===== config.mk =====
export PLATFORM = sky130hd
export DESIGN_NAME = hotswap_regs
export DESIGN_NICKNAME = d
export VERILOG_FILES = /design/src/hw/hotswap_pkg.sv /design/src/hw/serial_target.sv /design/src/hw/hotswap_regs.sv
export SDC_FILE = /design/constraint.sdc
export NUM_CORES = 1
export LEC_CHECK = 0
export BUFFER_PORTS_ARGS = -buffer_cell sky130_fd_sc_hd__buf_2
export CAP_MARGIN = 5
export CORE_ASPECT_RATIO = 1.75
export CORE_MARGIN = 2
export CORE_UTILIZATION = 40
export CTS_BUF_LIST = sky130_fd_sc_hd__clkbuf_4
export CTS_CLUSTER_SIZE = 40
export DETAILED_ROUTE_END_ITERATION = 10
export PLACE_DENSITY = 0.55
export SLEW_MARGIN = 5
export SYNTH_ARGS = -nofsm -noshare
export SYNTH_HDL_FRONTEND = slang
export SYNTH_SLANG_ARGS = --single-unit

===== constraint.sdc =====
create_clock -name clock -period 3.95 [get_ports clock]
set_input_delay 0.395 -clock clock [delete_from_list [all_inputs] [get_ports clock]]
set_output_delay 0.395 -clock clock [all_outputs]
set_load 0.01 [all_outputs]

===== src/hw/hotswap_pkg.sv =====
// Shared constants and types for the hot-swap status register block
package hotswap_pkg;

  // Register offsets on the serial host port
  localparam logic [7:0] SYS_CFG_OFF  = 8'h06;
  localparam logic [7:0] CH_STAT_OFF  = 8'h07;
  localparam logic [7:0] OC_STAT_OFF  = 8'h08;
  localparam logic [7:0] FET_STAT_OFF = 8'h09;

  // Reset value of the system configuration register
  localparam logic [7:0] SYS_CFG_RST  = 8'h00;

  // System configuration field positions
  localparam int CFG_TEST_FORCE   = 0;
  localparam int CFG_RESTART_SEL  = 1;
  localparam int CFG_POL_RSVD     = 2;
  localparam int CFG_ORING_EN     = 3;
  localparam int CFG_BOOST_EN     = 4;
  localparam int CFG_ONE_RSVD     = 5;
  localparam int CFG_XLINK_DIS    = 7;

  // Latched channel status field positions
  localparam int CH_HI_PG  = 4;
  localparam int CH_HI_TMO = 5;
  localparam int CH_LO_PG  = 6;
  localparam int CH_LO_TMO = 7;

  // Latched overcurrent status field positions
  localparam int OC_HI_LIM  = 4;
  localparam int OC_HI_TRIP = 5;
  localparam int OC_LO_LIM  = 6;
  localparam int OC_LO_TRIP = 7;

  // Live FET status field positions
  localparam int FET_HI_BLOCK  = 3;
  localparam int FET_HI_SERIES = 4;
  localparam int FET_LO_BLOCK  = 5;
  localparam int FET_LO_GATE   = 7;

  // Timing
  localparam int CLK_PERIOD_NS    = 10;
  localparam int FAST_OFF_NS      = 15000;
  localparam int FAST_OFF_CYCLES  = FAST_OFF_NS / CLK_PERIOD_NS;
  localparam int FAULT_LSB_NS     = 450000;
  localparam int FAULT_LSB_CYCLES = FAULT_LSB_NS / CLK_PERIOD_NS;
  localparam int RETRY_FACTOR     = 100;

  // Limit code forced during inrush boost
  localparam logic [3:0] LIMIT_MAX = 4'hF;

  // Per-channel restart state
  typedef enum logic [1:0] {
    CH_RUN,
    CH_WAIT,
    CH_LATCH
  } chan_e;

  // Serial target state
  typedef enum logic [2:0] {
    SER_IDLE,
    SER_ADDR,
    SER_ACK_A,
    SER_PTR,
    SER_ACK_W,
    SER_WDATA,
    SER_RDATA,
    SER_RACK
  } ser_e;

endpackage


===== src/hw/serial_target.sv =====
// Two-wire serial target: device address, register pointer, byte access
`timescale 1ns/1ns
module serial_target
  import hotswap_pkg::*;
#(
  parameter logic [6:0] DEV_ADDR = 7'h2A  // Arbitrary value
) (
  input  wire logic       clock,
  input  wire logic       rst,
  input  wire logic       scl_in,
  input  wire logic       sda_in,
  output logic            sda_out,
  output logic            sda_oe,
  output logic [7:0]      reg_addr,
  output logic            reg_wr,
  output logic [7:0]      reg_wdata,
  output logic            reg_rd,
  input  wire logic [7:0] reg_rdata
);

  typedef struct packed {
    ser_e       st;
    logic       scl_q;
    logic       sda_q;
    logic [7:0] sh;
    logic [3:0] cnt;
    logic       rw;
    logic [7:0] ptr;
    logic       drv;
  } ser_s;

  ser_s s;
  ser_s next_s;

  logic scl_rise;
  logic scl_fall;
  logic start_c;
  logic stop_c;

  // Bus conditions from last and present samples
  assign scl_rise = scl_in & ~s.scl_q;
  assign scl_fall = ~scl_in & s.scl_q;
  assign start_c  = scl_in & s.scl_q & s.sda_q & ~sda_in;
  assign stop_c   = scl_in & s.scl_q & ~s.sda_q & sda_in;

  // Strobes are combinational so a read clears in the cycle it samples
  assign reg_rd    = scl_fall & ~start_c & ~stop_c & (s.st == SER_ACK_A)
                     & s.rw;
  assign reg_wr    = scl_fall & (s.st == SER_WDATA) & (s.cnt == 4'h8);
  assign reg_addr  = s.ptr;
  assign reg_wdata = s.sh;
  assign sda_out   = 1'b0;  // Open drain: only ever pulls low
  assign sda_oe    = s.drv;

  // Byte engine
  always_comb begin
    next_s = s;
    next_s.scl_q = scl_in;
    next_s.sda_q = sda_in;
    if (start_c) begin
      next_s.st  = SER_ADDR;
      next_s.cnt = 4'h0;
      next_s.drv = 1'b0;
    end else if (stop_c) begin
      next_s.st  = SER_IDLE;
      next_s.drv = 1'b0;
    end else if (scl_rise) begin
      unique case (s.st)
        SER_ADDR, SER_PTR, SER_WDATA: begin
          next_s.sh  = {s.sh[6:0], sda_in};
          next_s.cnt = s.cnt + 4'h1;
        end
        SER_RDATA: next_s.cnt = s.cnt + 4'h1;
        SER_RACK: next_s.st = sda_in ? SER_IDLE : SER_ACK_A;
        default: ;
      endcase
    end else if (scl_fall) begin
      unique case (s.st)
        SER_ADDR: if (s.cnt == 4'h8) begin
          if (s.sh[7:1] == DEV_ADDR) begin
            next_s.drv = 1'b1;
            next_s.rw  = s.sh[0];
            next_s.st  = SER_ACK_A;
          end else begin
            next_s.st = SER_IDLE;
          end
        end
        SER_ACK_A: begin
          next_s.cnt = 4'h0;
          if (s.rw) begin
            next_s.sh  = reg_rdata;
            next_s.drv = ~reg_rdata[7];
            next_s.ptr = s.ptr + 8'h01;
            next_s.st  = SER_RDATA;
          end else begin
            next_s.drv = 1'b0;
            next_s.st  = SER_PTR;
          end
        end
        SER_PTR: if (s.cnt == 4'h8) begin
          next_s.ptr = s.sh;
          next_s.drv = 1'b1;
          next_s.st  = SER_ACK_W;
        end
        SER_WDATA: if (s.cnt == 4'h8) begin
          next_s.ptr = s.ptr + 8'h01;
          next_s.drv = 1'b1;
          next_s.st  = SER_ACK_W;
        end
        SER_ACK_W: begin
          next_s.drv = 1'b0;
          next_s.cnt = 4'h0;
          next_s.st  = SER_WDATA;
        end
        SER_RDATA: if (s.cnt == 4'h8) begin
          next_s.drv = 1'b0;  // Release for host acknowledge
          next_s.st  = SER_RACK;
        end else begin
          next_s.sh  = {s.sh[6:0], 1'b0};
          next_s.drv = ~s.sh[6];
        end
        default: ;
      endcase
    end
  end

  // State register
  always_ff @(posedge clock or posedge rst) begin
    if (rst) begin
      s <= '{st: SER_IDLE, scl_q: 1'b1, sda_q: 1'b1, sh: 8'h00,
             cnt: 4'h0, rw: 1'b0, ptr: 8'h00, drv: 1'b0};
    end else begin
      s <= next_s;
    end
  end

endmodule


===== src/hw/hotswap_regs.sv =====
// System configuration, latched status and restart control registers
//
// Operation
// - Test force holds fast turnoff drivers on
// - Restart select retries after 100 fault times
// - Restart select clear latches timed-out channel
// - One restart select bit governs all channels
// - Cross-linked high rail waits for enable cycle
// - Cross link disable decides low fault shutdown
// - ORing enable gates low rail reverse turnoff
// - Inrush boost forces maximum limit code
// - High rail power-good flag latches until read
// - High rail timeout flag latches until read
// - Low rail power-good flag latches until read
// - Low rail timeout flag latches until read
// - Power-good flags also set at turn-on
// - High rail limit flag, also set at turn-on
// - High rail fast trip flag, also at turn-on
// - Low rail limit flag latches until read
// - Low rail fast trip flag latches until read
// - Live high rail block status bit
// - Series status reads low when gate high
// - Low rail block status low when on
// - Low rail gate status low above 1.75 V
`timescale 1ns/1ns
module hotswap_regs
  import hotswap_pkg::*;
#(
  parameter int         FAULT_TICK = FAULT_LSB_CYCLES,
  parameter logic [6:0] DEV_ADDR   = 7'h2A  // Arbitrary value
) (
  input  wire logic       clock,
  input  wire logic       rst,
  input  wire logic       scl_in,
  input  wire logic       sda_in,
  output logic            sda_out,
  output logic            sda_oe,
  input  wire logic       high_rail_enable,
  input  wire logic       low_rail_enable,
  input  wire logic [4:0] high_rail_fault_code,
  input  wire logic [4:0] low_rail_fault_code,
  input  wire logic [3:0] high_rail_limit_code,
  input  wire logic       high_rail_on,
  input  wire logic       low_rail_on,
  input  wire logic       high_rail_pg_low,
  input  wire logic       low_rail_pg_low,
  input  wire logic       high_rail_timer_done,
  input  wire logic       low_rail_timer_done,
  input  wire logic       high_rail_in_limit,
  input  wire logic       high_rail_trip,
  input  wire logic       low_rail_in_limit,
  input  wire logic       low_rail_trip,
  input  wire logic       low_rail_reverse,
  input  wire logic       high_rail_block_cmd,
  input  wire logic       high_rail_series_on,
  input  wire logic       low_rail_oring_on,
  input  wire logic       low_rail_gate_on,
  output logic            fast_off_drive,
  output logic            high_rail_allow,
  output logic            low_rail_allow,
  output logic [3:0]      high_rail_limit_eff,
  output logic            low_rail_reverse_off,
  output logic            low_rail_oring_active
);

  // Counter widths follow the counts, so a short simulation tick
  // leaves no unused bits behind
  localparam int FAST_W = $clog2(FAST_OFF_CYCLES + 1);
  localparam int TICK_W = $clog2(FAULT_TICK + 1);
  localparam logic [FAST_W-1:0] FAST_LOAD = FAST_W'(FAST_OFF_CYCLES);
  localparam logic [TICK_W-1:0] TICK_LAST = TICK_W'(FAULT_TICK - 1);

  // All state of the block in one record, registered in one place
  typedef struct packed {
    logic [7:0]              cfg;
    logic [7:0]              ch_flags;
    logic [7:0]              oc_flags;
    logic [FAST_W-1:0]       fast_cnt;
    logic [TICK_W-1:0]       tick_cnt;
    chan_e [1:0]             ch;
    logic [1:0][11:0]        wait_cnt;
    logic [1:0]              on_q;
    logic [1:0]              en_q;
    logic                    boost;
    logic                    limit_q;
  } regs_s;

  regs_s s;
  regs_s next_s;

  // Register port strobes and per-channel views of the rail inputs
  logic [7:0]       reg_addr;
  logic             reg_wr;
  logic [7:0]       reg_wdata;
  logic             reg_rd;
  logic [7:0]       reg_rdata;
  logic [7:0]       fet_live;
  logic [1:0]       timer_done;
  logic [1:0]       enable;
  logic [1:0]       rail_on;
  logic [1:0][4:0]  fault_code;
  logic [1:0]       turn_on;

  // Offset match shared by read mux and strobe decode
  function automatic logic hit(input logic [7:0] addr,
                               input logic [7:0] off);
    hit = (addr == off);
  endfunction

  // Serial host port, the only way software reaches these registers;
  // the address is a parameter so a board can carry several parts
  serial_target #(
    .DEV_ADDR (DEV_ADDR)
  ) u_serial (
    .clock     (clock),
    .rst       (rst),
    .scl_in    (scl_in),
    .sda_in    (sda_in),
    .sda_out   (sda_out),
    .sda_oe    (sda_oe),
    .reg_addr  (reg_addr),
    .reg_wr    (reg_wr),
    .reg_wdata (reg_wdata),
    .reg_rd    (reg_rd),
    .reg_rdata (reg_rdata)
  );

  // Channel index 0 is the high rail, 1 the low rail
  // Turn-on is the rising edge of the rail's on input, seen in the
  // same cycle by comparing it with the registered copy
  assign timer_done = {low_rail_timer_done, high_rail_timer_done};
  assign enable     = {low_rail_enable, high_rail_enable};
  assign rail_on    = {low_rail_on, high_rail_on};
  assign fault_code = {low_rail_fault_code, high_rail_fault_code};
  assign turn_on    = rail_on & ~s.on_q;

  // Live FET status, not latched
  // Follows the comparators directly, so two reads may differ;
  // software wanting a stable view must read twice
  always_comb begin
    fet_live = 8'h00;
    fet_live[FET_HI_BLOCK]  = high_rail_block_cmd;
    fet_live[FET_HI_SERIES] = ~high_rail_series_on;
    fet_live[FET_LO_BLOCK]  = ~low_rail_oring_on;
    fet_live[FET_LO_GATE]   = ~low_rail_gate_on;
  end

  // Read mux; unmapped offsets answer zero
  // The port loads this value on the edge that clears the flags,
  // so the byte shifted out is the state before the clear
  always_comb begin
    if (hit(reg_addr, SYS_CFG_OFF)) begin
      reg_rdata = s.cfg;
    end else if (hit(reg_addr, CH_STAT_OFF)) begin
      reg_rdata = s.ch_flags;
    end else if (hit(reg_addr, OC_STAT_OFF)) begin
      reg_rdata = s.oc_flags;
    end else if (hit(reg_addr, FET_STAT_OFF)) begin
      reg_rdata = fet_live;
    end else begin
      reg_rdata = 8'h00;
    end
  end

  // Control outputs
  // Allow is combinational so a cleared enable drops the rail at
  // once, without waiting for the channel state
  assign fast_off_drive = s.cfg[CFG_TEST_FORCE] | (s.fast_cnt != '0);
  assign high_rail_allow = (s.ch[0] == CH_RUN) & high_rail_enable;
  assign low_rail_allow  = (s.ch[1] == CH_RUN) & low_rail_enable;
  assign high_rail_limit_eff = s.boost ? LIMIT_MAX
                                       : high_rail_limit_code;
  // Cleared enable behaves as if input far exceeds output
  assign low_rail_reverse_off  = low_rail_reverse & s.cfg[CFG_ORING_EN];
  assign low_rail_oring_active = s.cfg[CFG_ORING_EN];

  // Next-state logic for all registers and channel control
  always_comb begin
    logic       tick;
    logic [1:0] shut;
    logic       clr_ch;
    logic       clr_oc;
    logic [7:0] ev_ch;
    logic [7:0] ev_oc;

    tick   = 1'b0;
    shut   = 2'b00;
    clr_ch = 1'b0;
    clr_oc = 1'b0;
    ev_ch  = 8'h00;
    ev_oc  = 8'h00;

    next_s = s;
    next_s.on_q    = rail_on;
    next_s.en_q    = enable;
    next_s.limit_q = high_rail_in_limit;

    // Reserved bits are stored as written; software keeps them legal
    // Status offsets are acked by the port but a write there is lost;
    // latched flags are cleared only by reading them
    if (reg_wr && hit(reg_addr, SYS_CFG_OFF)) begin
      next_s.cfg = reg_wdata;
    end

    // Status events; set wins over a same-cycle read clear
    // Dropping it would hide an event the host never saw, so the
    // clear only removes what was already reported
    clr_ch = reg_rd & hit(reg_addr, CH_STAT_OFF);
    clr_oc = reg_rd & hit(reg_addr, OC_STAT_OFF);
    ev_ch[CH_HI_PG]  = high_rail_pg_low | turn_on[0];
    ev_ch[CH_HI_TMO] = high_rail_timer_done;
    ev_ch[CH_LO_PG]  = low_rail_pg_low | turn_on[1];
    ev_ch[CH_LO_TMO] = low_rail_timer_done;
    ev_oc[OC_HI_LIM]  = high_rail_in_limit | turn_on[0];
    ev_oc[OC_HI_TRIP] = high_rail_trip | turn_on[0];
    ev_oc[OC_LO_LIM]  = low_rail_in_limit;
    ev_oc[OC_LO_TRIP] = low_rail_trip;
    next_s.ch_flags = (s.ch_flags & ~{8{clr_ch}}) | ev_ch;
    next_s.oc_flags = (s.oc_flags & ~{8{clr_oc}}) | ev_oc;

    // Fast turnoff window starts when the high rail drops
    // Every fall reloads the full window, so a rail that bounces off
    // twice gets two whole windows; the test force bit bypasses
    // the counter and holds the drivers on with no limit
    if (~high_rail_on & s.on_q[0]) begin
      next_s.fast_cnt = FAST_LOAD;
    end else if (s.fast_cnt != '0) begin
      next_s.fast_cnt = s.fast_cnt - 1'b1;
    end

    // Prescaler marks one fault-time step
    // Shared by both channels: one counter saved, but a retry may
    // end up to one step early as the wait starts mid-step
    if (s.tick_cnt == TICK_LAST) begin
      next_s.tick_cnt = '0;
      tick = 1'b1;
    end else begin
      next_s.tick_cnt = s.tick_cnt + 1'b1;
    end

    // Boost from enable until limit is left or timer runs out
    // A rail that never enters limit keeps the boost until its
    // timer or its enable ends it
    if (high_rail_enable & ~s.en_q[0] & s.cfg[CFG_BOOST_EN]) begin
      next_s.boost = 1'b1;
    end else if ((s.limit_q & ~high_rail_in_limit) | high_rail_timer_done
                 | ~high_rail_enable) begin
      next_s.boost = 1'b0;
    end

    // Shutdown causes: each channel's own timeout only; the
    // cross-linked case is handled after the loop below
    shut[0] = timer_done[0];
    shut[1] = timer_done[1];

    // Restart or latch decision, same select bit for each channel
    // The bit is read when the fault lands; changing it during a
    // wait does not turn a pending retry into a latch
    for (int i = 0; i < 2; i++) begin
      unique case (s.ch[i])
        CH_RUN: if (shut[i]) begin
          next_s.wait_cnt[i] = 12'h000;
          next_s.ch[i] = s.cfg[CFG_RESTART_SEL] ? CH_WAIT
                                                : CH_LATCH;
        end
        CH_WAIT: begin
          if (s.wait_cnt[i] >= 12'(RETRY_FACTOR * fault_code[i])) begin
            next_s.ch[i] = CH_RUN;
          end else if (tick) begin
            next_s.wait_cnt[i] = s.wait_cnt[i] + 12'h001;
          end
        end
        CH_LATCH: if (~enable[i]) begin
          next_s.ch[i] = CH_RUN;
        end
        default: next_s.ch[i] = CH_LATCH; // Illegal code fails off
      endcase
    end

    // Cross link: low rail fault holds high rail until enable cycles
    // After the loop so it wins over a same-cycle high rail restart
    if (timer_done[1] && !s.cfg[CFG_XLINK_DIS]) begin
      next_s.ch[0] = CH_LATCH;
    end
  end

  // State register; power-on load of defaults
  // A rail already on at release reads as a turn-on and sets its
  // flags on the first edge
  always_ff @(posedge clock or posedge rst) begin
    if (rst) begin
      s <= '{cfg: SYS_CFG_RST, ch_flags: 8'h00, oc_flags: 8'h00,
             fast_cnt: '0, tick_cnt: '0, ch: '{CH_RUN, CH_RUN},
             wait_cnt: '0, on_q: 2'b00, en_q: 2'b00, boost: 1'b0,
             limit_q: 1'b0};
    end else begin
      s <= next_s;
    end
  end

endmodule


Yosys cells after proc, flatten, opt, wreduce, memory -nomap -nowiden
Cells that the tools add are included.
{"block": "word_totals", "register_bits": 111, "latchBits": 0, "ram_bits": 0, "mem_bits_ro": 0, "inputBits": 35, "out_inout_bits": 11, "word_cells": 237, "memories": 0}
{"block": "classes", "n_addsub": 6, "n_mul": 2, "n_div": 0, "magnitude_cmp": 2, "n_eq_ne": 46, "shifts": 0, "n_mux": 74, "n_bitwise": 53, "n_reduce_logical": 33}
{"cell": "$mux W9", "count": 10}
{"cell": "$mux W12", "count": 7}
{"cell": "$mux W8", "count": 8}
{"cell": "$pmux W12 S2", "count": 2}
{"cell": "$mux W3", "count": 9}
{"cell": "$add A12 B1 Y12 const B", "count": 2}
{"cell": "$ge A12 B12 Y1", "count": 2}
{"cell": "$pmux W8 S3", "count": 1}
{"cell": "$and A1 B1 Y1", "count": 22}
{"cell": "$mux W11", "count": 2}
{"cell": "$mux W22", "count": 1}
{"cell": "$reduce_and A7 Y1", "count": 3}
{"cell": "$mul A5 B5 Y10 const A", "count": 2}
{"cell": "$mux W2", "count": 10}
{"cell": "$ne A2 B2 Y1 const B", "count": 9}
{"cell": "$add A16 B1 Y16 const B", "count": 1}
{"cell": "$and A8 B8 Y8", "count": 2}
{"cell": "$eq A16 B16 Y1 const B", "count": 1}
{"cell": "$eq A8 B3 Y1 const B", "count": 2}
{"cell": "$eq A8 B4 Y1 const B", "count": 2}
{"cell": "$mux W16", "count": 1}
{"cell": "$mux W4", "count": 4}
{"cell": "$not A1 Y1", "count": 16}
{"cell": "$not A8 Y8", "count": 2}
{"cell": "other kinds (45)", "count": 95}

Longest topological paths before layout
{"block": "depth", "word_depth": 12, "ltp_mapped": 17, "depth_no_buf": 16}

By module
A second synthesis with hierarchy kept.
{"block": "hier_totals", "hier_cells": 785, "hier_area_um2": 7449.6}
{"module": "hotswap_regs", "instances": 1, "cells_each": 562, "area_per_inst_um2": 5490.3, "seq_area_each_um2": 2102.0}
{"module": "serial_target", "instances": 1, "cells_each": 223, "area_per_inst_um2": 1959.4, "seq_area_each_um2": 678.2}

Worst setup path before layout
OpenSTA, ideal clock, no wires.
{"block": "synth_timing", "path_type": "input-to-reg", "startpoint": "in high_rail_fault_code[1]", "endpoint": "reg s[17] (netlist name)", "setup_ps": 78, "t_arrival_ps": 3661, "required_time_ps": 3872, "setup_slack_ps": 211, "path_stages": 15, "path_buffers": 0, "path_cell_list": "ha_1 -> ha_1 -> ha_1 -> a21o_1 -> a21oi_1 -> nor2b_1 -> o21ai_0 -> xnor2_1 -> ha_1 -> and4_1 -> o311a_1 -> a2111oi_4 -> nand3_2 -> or3_1 -> a21oi_1"}
{"block": "synth_via", "elab_chain_len": 4}
{"element": "start: declaration", "line_no": "hotswap_regs.sv:40", "text": "input wire logic [4:0] high_rail_fault_code,"}
{"element": "$mul A5 B5 Y10", "line_no": "hotswap_regs.sv:267", "text": "if (s.wait_cnt[i] >= 12'(RETRY_FACTOR * fault_code[i])) begin"}
{"element": "$ge A12 B12 Y1", "line_no": "hotswap_regs.sv:267"}
{"element": "$ne A2 B2 Y1 (no line)"}
{"element": "$reduce_and A4 Y1 (no line)"}
{"element": "end signal: assignment", "line_no": "hotswap_regs.sv:292", "text": "s <= '{cfg: SYS_CFG_RST, ch_flags: 8'h00, oc_flags: 8'h00,"}
{"element": "end signal: assignment", "line_no": "hotswap_regs.sv:297", "text": "s <= next_s;"}
{"element": "end: declaration", "line_no": "hotswap_regs.sv:88", "text": "regs_s s;"}
No other way between the ends.
A chain may end at the register's enable or synchronous reset.

Worst setup path after layout
Ends and elaborated chain as after synthesis.

==> tab_implementation.tex <==
\begin{tabular}{lr}
\hline
Metric & Value \\
\hline
\multicolumn{2}{l}{\textbf{Layout}} \\
\quad Number of inserted filler cells in the final layout & 1733 \\
\quad Final std cell area, no fill & 0.00788 mm2 \\
\quad Seq. cell area & 0.00278 mm2 \\
\quad Layout overhead on the synthesized area & 10.3\% \\
\quad Layout cells sized above 1 & 12.0\% \\
\quad Multi-input combinational cell area & 0.00409 mm2 \\
\quad Fin nets & 940 \\
\quad Filler-free cell count of the finished design & 1066 \\
\multicolumn{2}{l}{\textbf{Timing}} \\
\quad Relative max-transition margin & 29.1\% \\
\quad \# setup viols final & 0 \\
\quad Final worst-path cycle share & 91.9\% \\
\quad Unrepaired setup endpoints after global routing & no \\
\quad Final min period & 3.63 ns \\
\quad Final setup skew & 0.0377 ns \\
\quad Final Slew Violations & 0 \\
\quad Pin slew with the least headroom to its limit & 1.06 ns \\
\quad Crit path setup slack, layout & 0.320 ns \\
\quad Max Freq & 275 MHz \\
\quad Count of final hold-check violations & 0 \\
\multicolumn{2}{l}{\textbf{Critical path}} \\
\quad Sequence of cells on the critical path & buf\_2 -> ha\_1 -> ha\_1 -> ha\_1 -> inv\_1 -> fa\_1 -> inv\_1 -> a21o\_1 -> a21oi\_1 -> xor2\_1 -> ha\_1 -> a21oi\_1 -> o2111ai\_1 -> a2111oi\_4 -> nand3\_2 -> or3\_1 -> a21oi\_1 \\
\quad Worst Setup End Kind & flop \\
\quad Delay-heaviest family, CP & compound AO/OA/AOI/OAI gates \\
\quad Worst endpoint data arrival time & 4.03 ns \\
\quad CP max FO & 6 \\
\quad Crit Path Category & input pin to flop \\
\quad Largest incremental delay on the critical path & 0.51 ns \\
\quad Crit path top cell by count & sky130\_fd\_sc\_hd\_\_ha\_1 \\
\quad Startpoint Class & input pin \\
\quad Master of the slowest instance on the critical path & sky130\_fd\_sc\_hd\_\_a2111oi\_4 \\
\quad Total buffers and inverters traversed by the critical path & 3 \\
\quad Required time of the worst setup path & 4.35 ns \\
\multicolumn{2}{l}{\textbf{Detailed routing}} \\
\quad TritonRoute pass-1 iters & 4 \\
\quad Residual DRC & 0 \\
\quad Initial drt markers & 346 \\
\quad Post-route ant nets & 0 \\
\quad Wire length per cell & 16.0 um \\
\quad Vias/cell & 5.53 \\
\quad Via count & 5897 \\
\quad Total Wirelength & 17100 um \\
\multicolumn{2}{l}{\textbf{Yosys}} \\
\quad Most instantiated cells after synthesis & 109 x sky130\_fd\_sc\_hd\_\_dfrtp\_1, 85 x sky130\_fd\_sc\_hd\_\_nand2\_1, 74 x sky130\_fd\_sc\_hd\_\_ha\_1 \\
\quad EDFF count, synth & 0 \\
\quad Number of distinct library cell variants in the gate-level netlist after synthesis & 71 \\
\quad Top FF cell, synth & sky130\_fd\_sc\_hd\_\_dfrtp\_1 \\
\quad Part of the Yosys area used for sequential elements & 38.9\% \\
\quad Net Count, Synth & 886 \\
\quad Register bit total from synthesis & 111 \\
\quad Yosys top cell area share & 38.2\% \\
\quad Synthesized area per cell & 9.22 um2 \\
\quad Count of warnings emitted by yosys & 0 \\
\quad Count leader, synth & sky130\_fd\_sc\_hd\_\_dfrtp\_1 \\
\quad Share of flip-flops with an asynchronous set or reset after synthesis & 100\% \\
\quad Cell count after synthesis & 775 \\
\quad Mapped cell area & 0.00714 mm2 \\
\quad Cell accounting for the most synthesized area & sky130\_fd\_sc\_hd\_\_dfrtp\_1 \\
\quad Largest cells by area after synthesis & sky130\_fd\_sc\_hd\_\_dfrtp\_1 38\%, sky130\_fd\_sc\_hd\_\_ha\_1 13\%, sky130\_fd\_sc\_hd\_\_nand2\_1 4.5\%, sky130\_fd\_sc\_hd\_\_a21oi\_1 3.6\%, sky130\_fd\_sc\_hd\_\_o21ai\_0 3.6\% \\
\multicolumn{2}{l}{\textbf{Placement}} \\
\quad Total half-perimeter wirelength after legalization and detailed placement & 13300 um \\
\quad Placement Setup Slack & -0.161 ns \\
\quad Total instance count after detailed placement & 1046 \\
\quad Number of buffers added on ports & 44 \\
\quad Cell area reported after detailed placement & 0.00769 mm2 \\
\quad Routability-driven placement congestion ratio & 0.890 \\
\multicolumn{2}{l}{\textbf{Die}} \\
\quad Height of the die & 181 um \\
\quad DIE AREA & 0.0190 mm2 \\
\quad Top-Level Pins & 46 \\
\quad Cell Rows & 64 \\
\quad Die outline width & 105 um \\
\quad Placeable core area & 0.0175 mm2 \\
\quad Starting Density & 40.9\% \\
\multicolumn{2}{l}{\textbf{Power}} \\
\quad Cell leakage power & 3.67 nW \\
\quad Power density over the cells & 320 mW/mm2 \\
\quad Largest voltage drop on the vdd net & 175 uV \\
\quad Total power after layout & 2.52 mW \\
\multicolumn{2}{l}{\textbf{Clock network}} \\
\quad Clock insertion delay at the later pin of the skew report & 0.49 ns \\
\quad TritonCTS clock tree & yes \\
\quad Cts bufs inserted & 9 \\
\quad Clock buffer depth & 2 \\
\quad Clock sink total & 111 \\
\quad Clk slew on worst S/H paths & 0.20 ns \\
\quad Cells resized by post-CTS repair & 0 \\
\quad CTS root buffer & sky130\_fd\_sc\_hd\_\_clkbuf\_4 \\
\quad CTS H-tree lvls & 3 \\
\multicolumn{2}{l}{\textbf{Global routing}} \\
\quad Number of global-route vias before repair & 6045 \\
\quad Maximum number of pins on one net before global-route repair & 70 \\
\quad Global-route wire length before repair & 28800 um \\
\quad Antenna violations before repair & 1 \\
\quad Final global-route overflow total & 0 \\
\quad Combined global-route utilization of all metal layers & 18.7\% \\
\multicolumn{2}{l}{\textbf{Run}} \\
\quad Number of maximum-capacitance violations & 0 \\
\multicolumn{2}{l}{\textbf{Worst hold path}} \\
\quad Worst min path class & input pin to async pin \\
\multicolumn{2}{l}{\textbf{Outcome}} \\
\quad Result of the run & finished, final reports clean \\
\hline
\end{tabular}
==> worst reg2reg max path, stage by stage (launching register included) <==
cell and delay [ns]:
sky130_fd_sc_hd__dfrtp_1 0.45, sky130_fd_sc_hd__or4_1 0.65, sky130_fd_sc_hd__or2_2 0.43, sky130_fd_sc_hd__nor2b_1 0.28, sky130_fd_sc_hd__nand4_1 0.44, sky130_fd_sc_hd__a211o_1 0.42
==> report_power, final <==
part | switching (mW) | internal, mW | leakage [nW]
sequential | 0.0952 | 1.21 | 1.42
clock | 0.401 | 0.211 | 0.0775
combinational | 0.358 | 0.249 | 2.17
==> area by class of cell <==
cell class / instances / area share (%)
flip-flops and latches: 111 / 35.3
multi-input cells: 593 / 52.0
well taps: 231 / 3.67
repair buffers: 61 / 4.51
clock buffers: 10 / 0.953
diodes: 1 / 0.0318
inverters: 53 / 2.56
clock inverters: 6 / 1.03
==> timing repair <==
action                                 4_1_cts  5_1_grt
hold buffers                                 3        0
endpoints found under the hold margin        3        0
buffers inserted                             0        0
==> cells by family after synthesis <==
family / after synthesis / share of synthesized area [%]
buffers and inverters: 71 / 3.80
other: 1 / 0.0525
multiplexers: 16 / 2.42
XOR/XNOR: 36 / 4.41
adder cells (fa/ha/maj): 76 / 13.5
AND/OR/NAND/NOR: 285 / 20.8
flip-flops: 111 / 38.9
AO/OA/AOI/OAI: 179 / 16.1
==> layout by cell type, fill, tap and decap left out, types with 5 or more instances in the layout <==
cell type / netlist / layout
sky130_fd_sc_hd__dfrtp_1: 109 / 109
sky130_fd_sc_hd__inv_1: 53 / 52
sky130_fd_sc_hd__nor4_1: 5 / 5
sky130_fd_sc_hd__o31ai_1: 6 / 6
sky130_fd_sc_hd__ha_1: 74 / 74
sky130_fd_sc_hd__nor3_1: 9 / 9
sky130_fd_sc_hd__or4_1: 6 / 6
sky130_fd_sc_hd__and2_1: 18 / 18
sky130_fd_sc_hd__clkbuf_4: 0 / 10
sky130_fd_sc_hd__o21ai_0: 51 / 51
sky130_fd_sc_hd__and3_1: 15 / 15
sky130_fd_sc_hd__xor2_1: 23 / 23
sky130_fd_sc_hd__buf_2: 1 / 44
sky130_fd_sc_hd__nor2_1: 47 / 47
sky130_fd_sc_hd__or3_1: 13 / 13
sky130_fd_sc_hd__a21oi_1: 51 / 51
sky130_fd_sc_hd__nand2b_1: 9 / 9
sky130_fd_sc_hd__xnor2_1: 13 / 13
sky130_fd_sc_hd__or2_2: 6 / 6
sky130_fd_sc_hd__o211ai_1: 14 / 14
sky130_fd_sc_hd__a21o_1: 8 / 8
sky130_fd_sc_hd__mux2_2: 10 / 10
sky130_fd_sc_hd__mux2i_1: 6 / 6
sky130_fd_sc_hd__nand4_1: 17 / 17
sky130_fd_sc_hd__buf_4: 1 / 14
sky130_fd_sc_hd__nand3_1: 23 / 23
sky130_fd_sc_hd__nor2b_1: 11 / 11
sky130_fd_sc_hd__a211o_1: 5 / 5
sky130_fd_sc_hd__nand2_1: 85 / 85
==> through the flow <==
stage | util [%] | TNS, ns | hold WS [ns]
after floorplan | - | 0 | 0.399
after global placement | 44.0 | 0 | 0.456
after detailed placement | 44.0 | -0.866 | 0.467
after CTS | 45.1 | 0 | 0.0120
after global routing | 45.1 | 0 | 0.00371
final | 45.1 | 0 | 0.0451
==> flip-flops by register name, indices dropped and copies added, names as in the netlist <==
name / flops
u_serial.s: 10
u_serial.reg_addr: 8
u_serial.sda_oe: 1
s: 83
u_serial.reg_wdata: 8
low_rail_oring_active: 1
==> path summary, 6_finish.rpt <==
check | startpoint | depth (start not counted) | slack (ns) | endpoint
max in group asynchronous | rst | 3 | 3.03 | s[16]$_DFFE_PP0P_
worst min-delay path | rst | 2 | 0.05 | s[5]$_DFF_PP0_
worst min register to register | s[70]$_DFF_PP0_ | 1 | 0.51 | s[70]$_DFF_PP0_
worst max register to register | u_serial.reg_addr[4]$_DFFE_PP0P_ | 5 | 1.20 | s[73]$_DFF_PP0_
worst max-delay path | high_rail_fault_code[1] | 17 | 0.32 | s[17]$_DFFE_PP0P_
min in group clock | high_rail_enable | 1 | 0.05 | s[2]$_DFF_PP0_
==> per-layer routing <==
layer	wire length, um	vias to the layer above	global-route usage (%)
met3	505	34	2.16
met2	9070	121	34.4
met1	6860	2868	20.8
met4	658	0	9.97
met5	0	-	0
li1	-	2874	-
(Power assumes the default switching activity.)
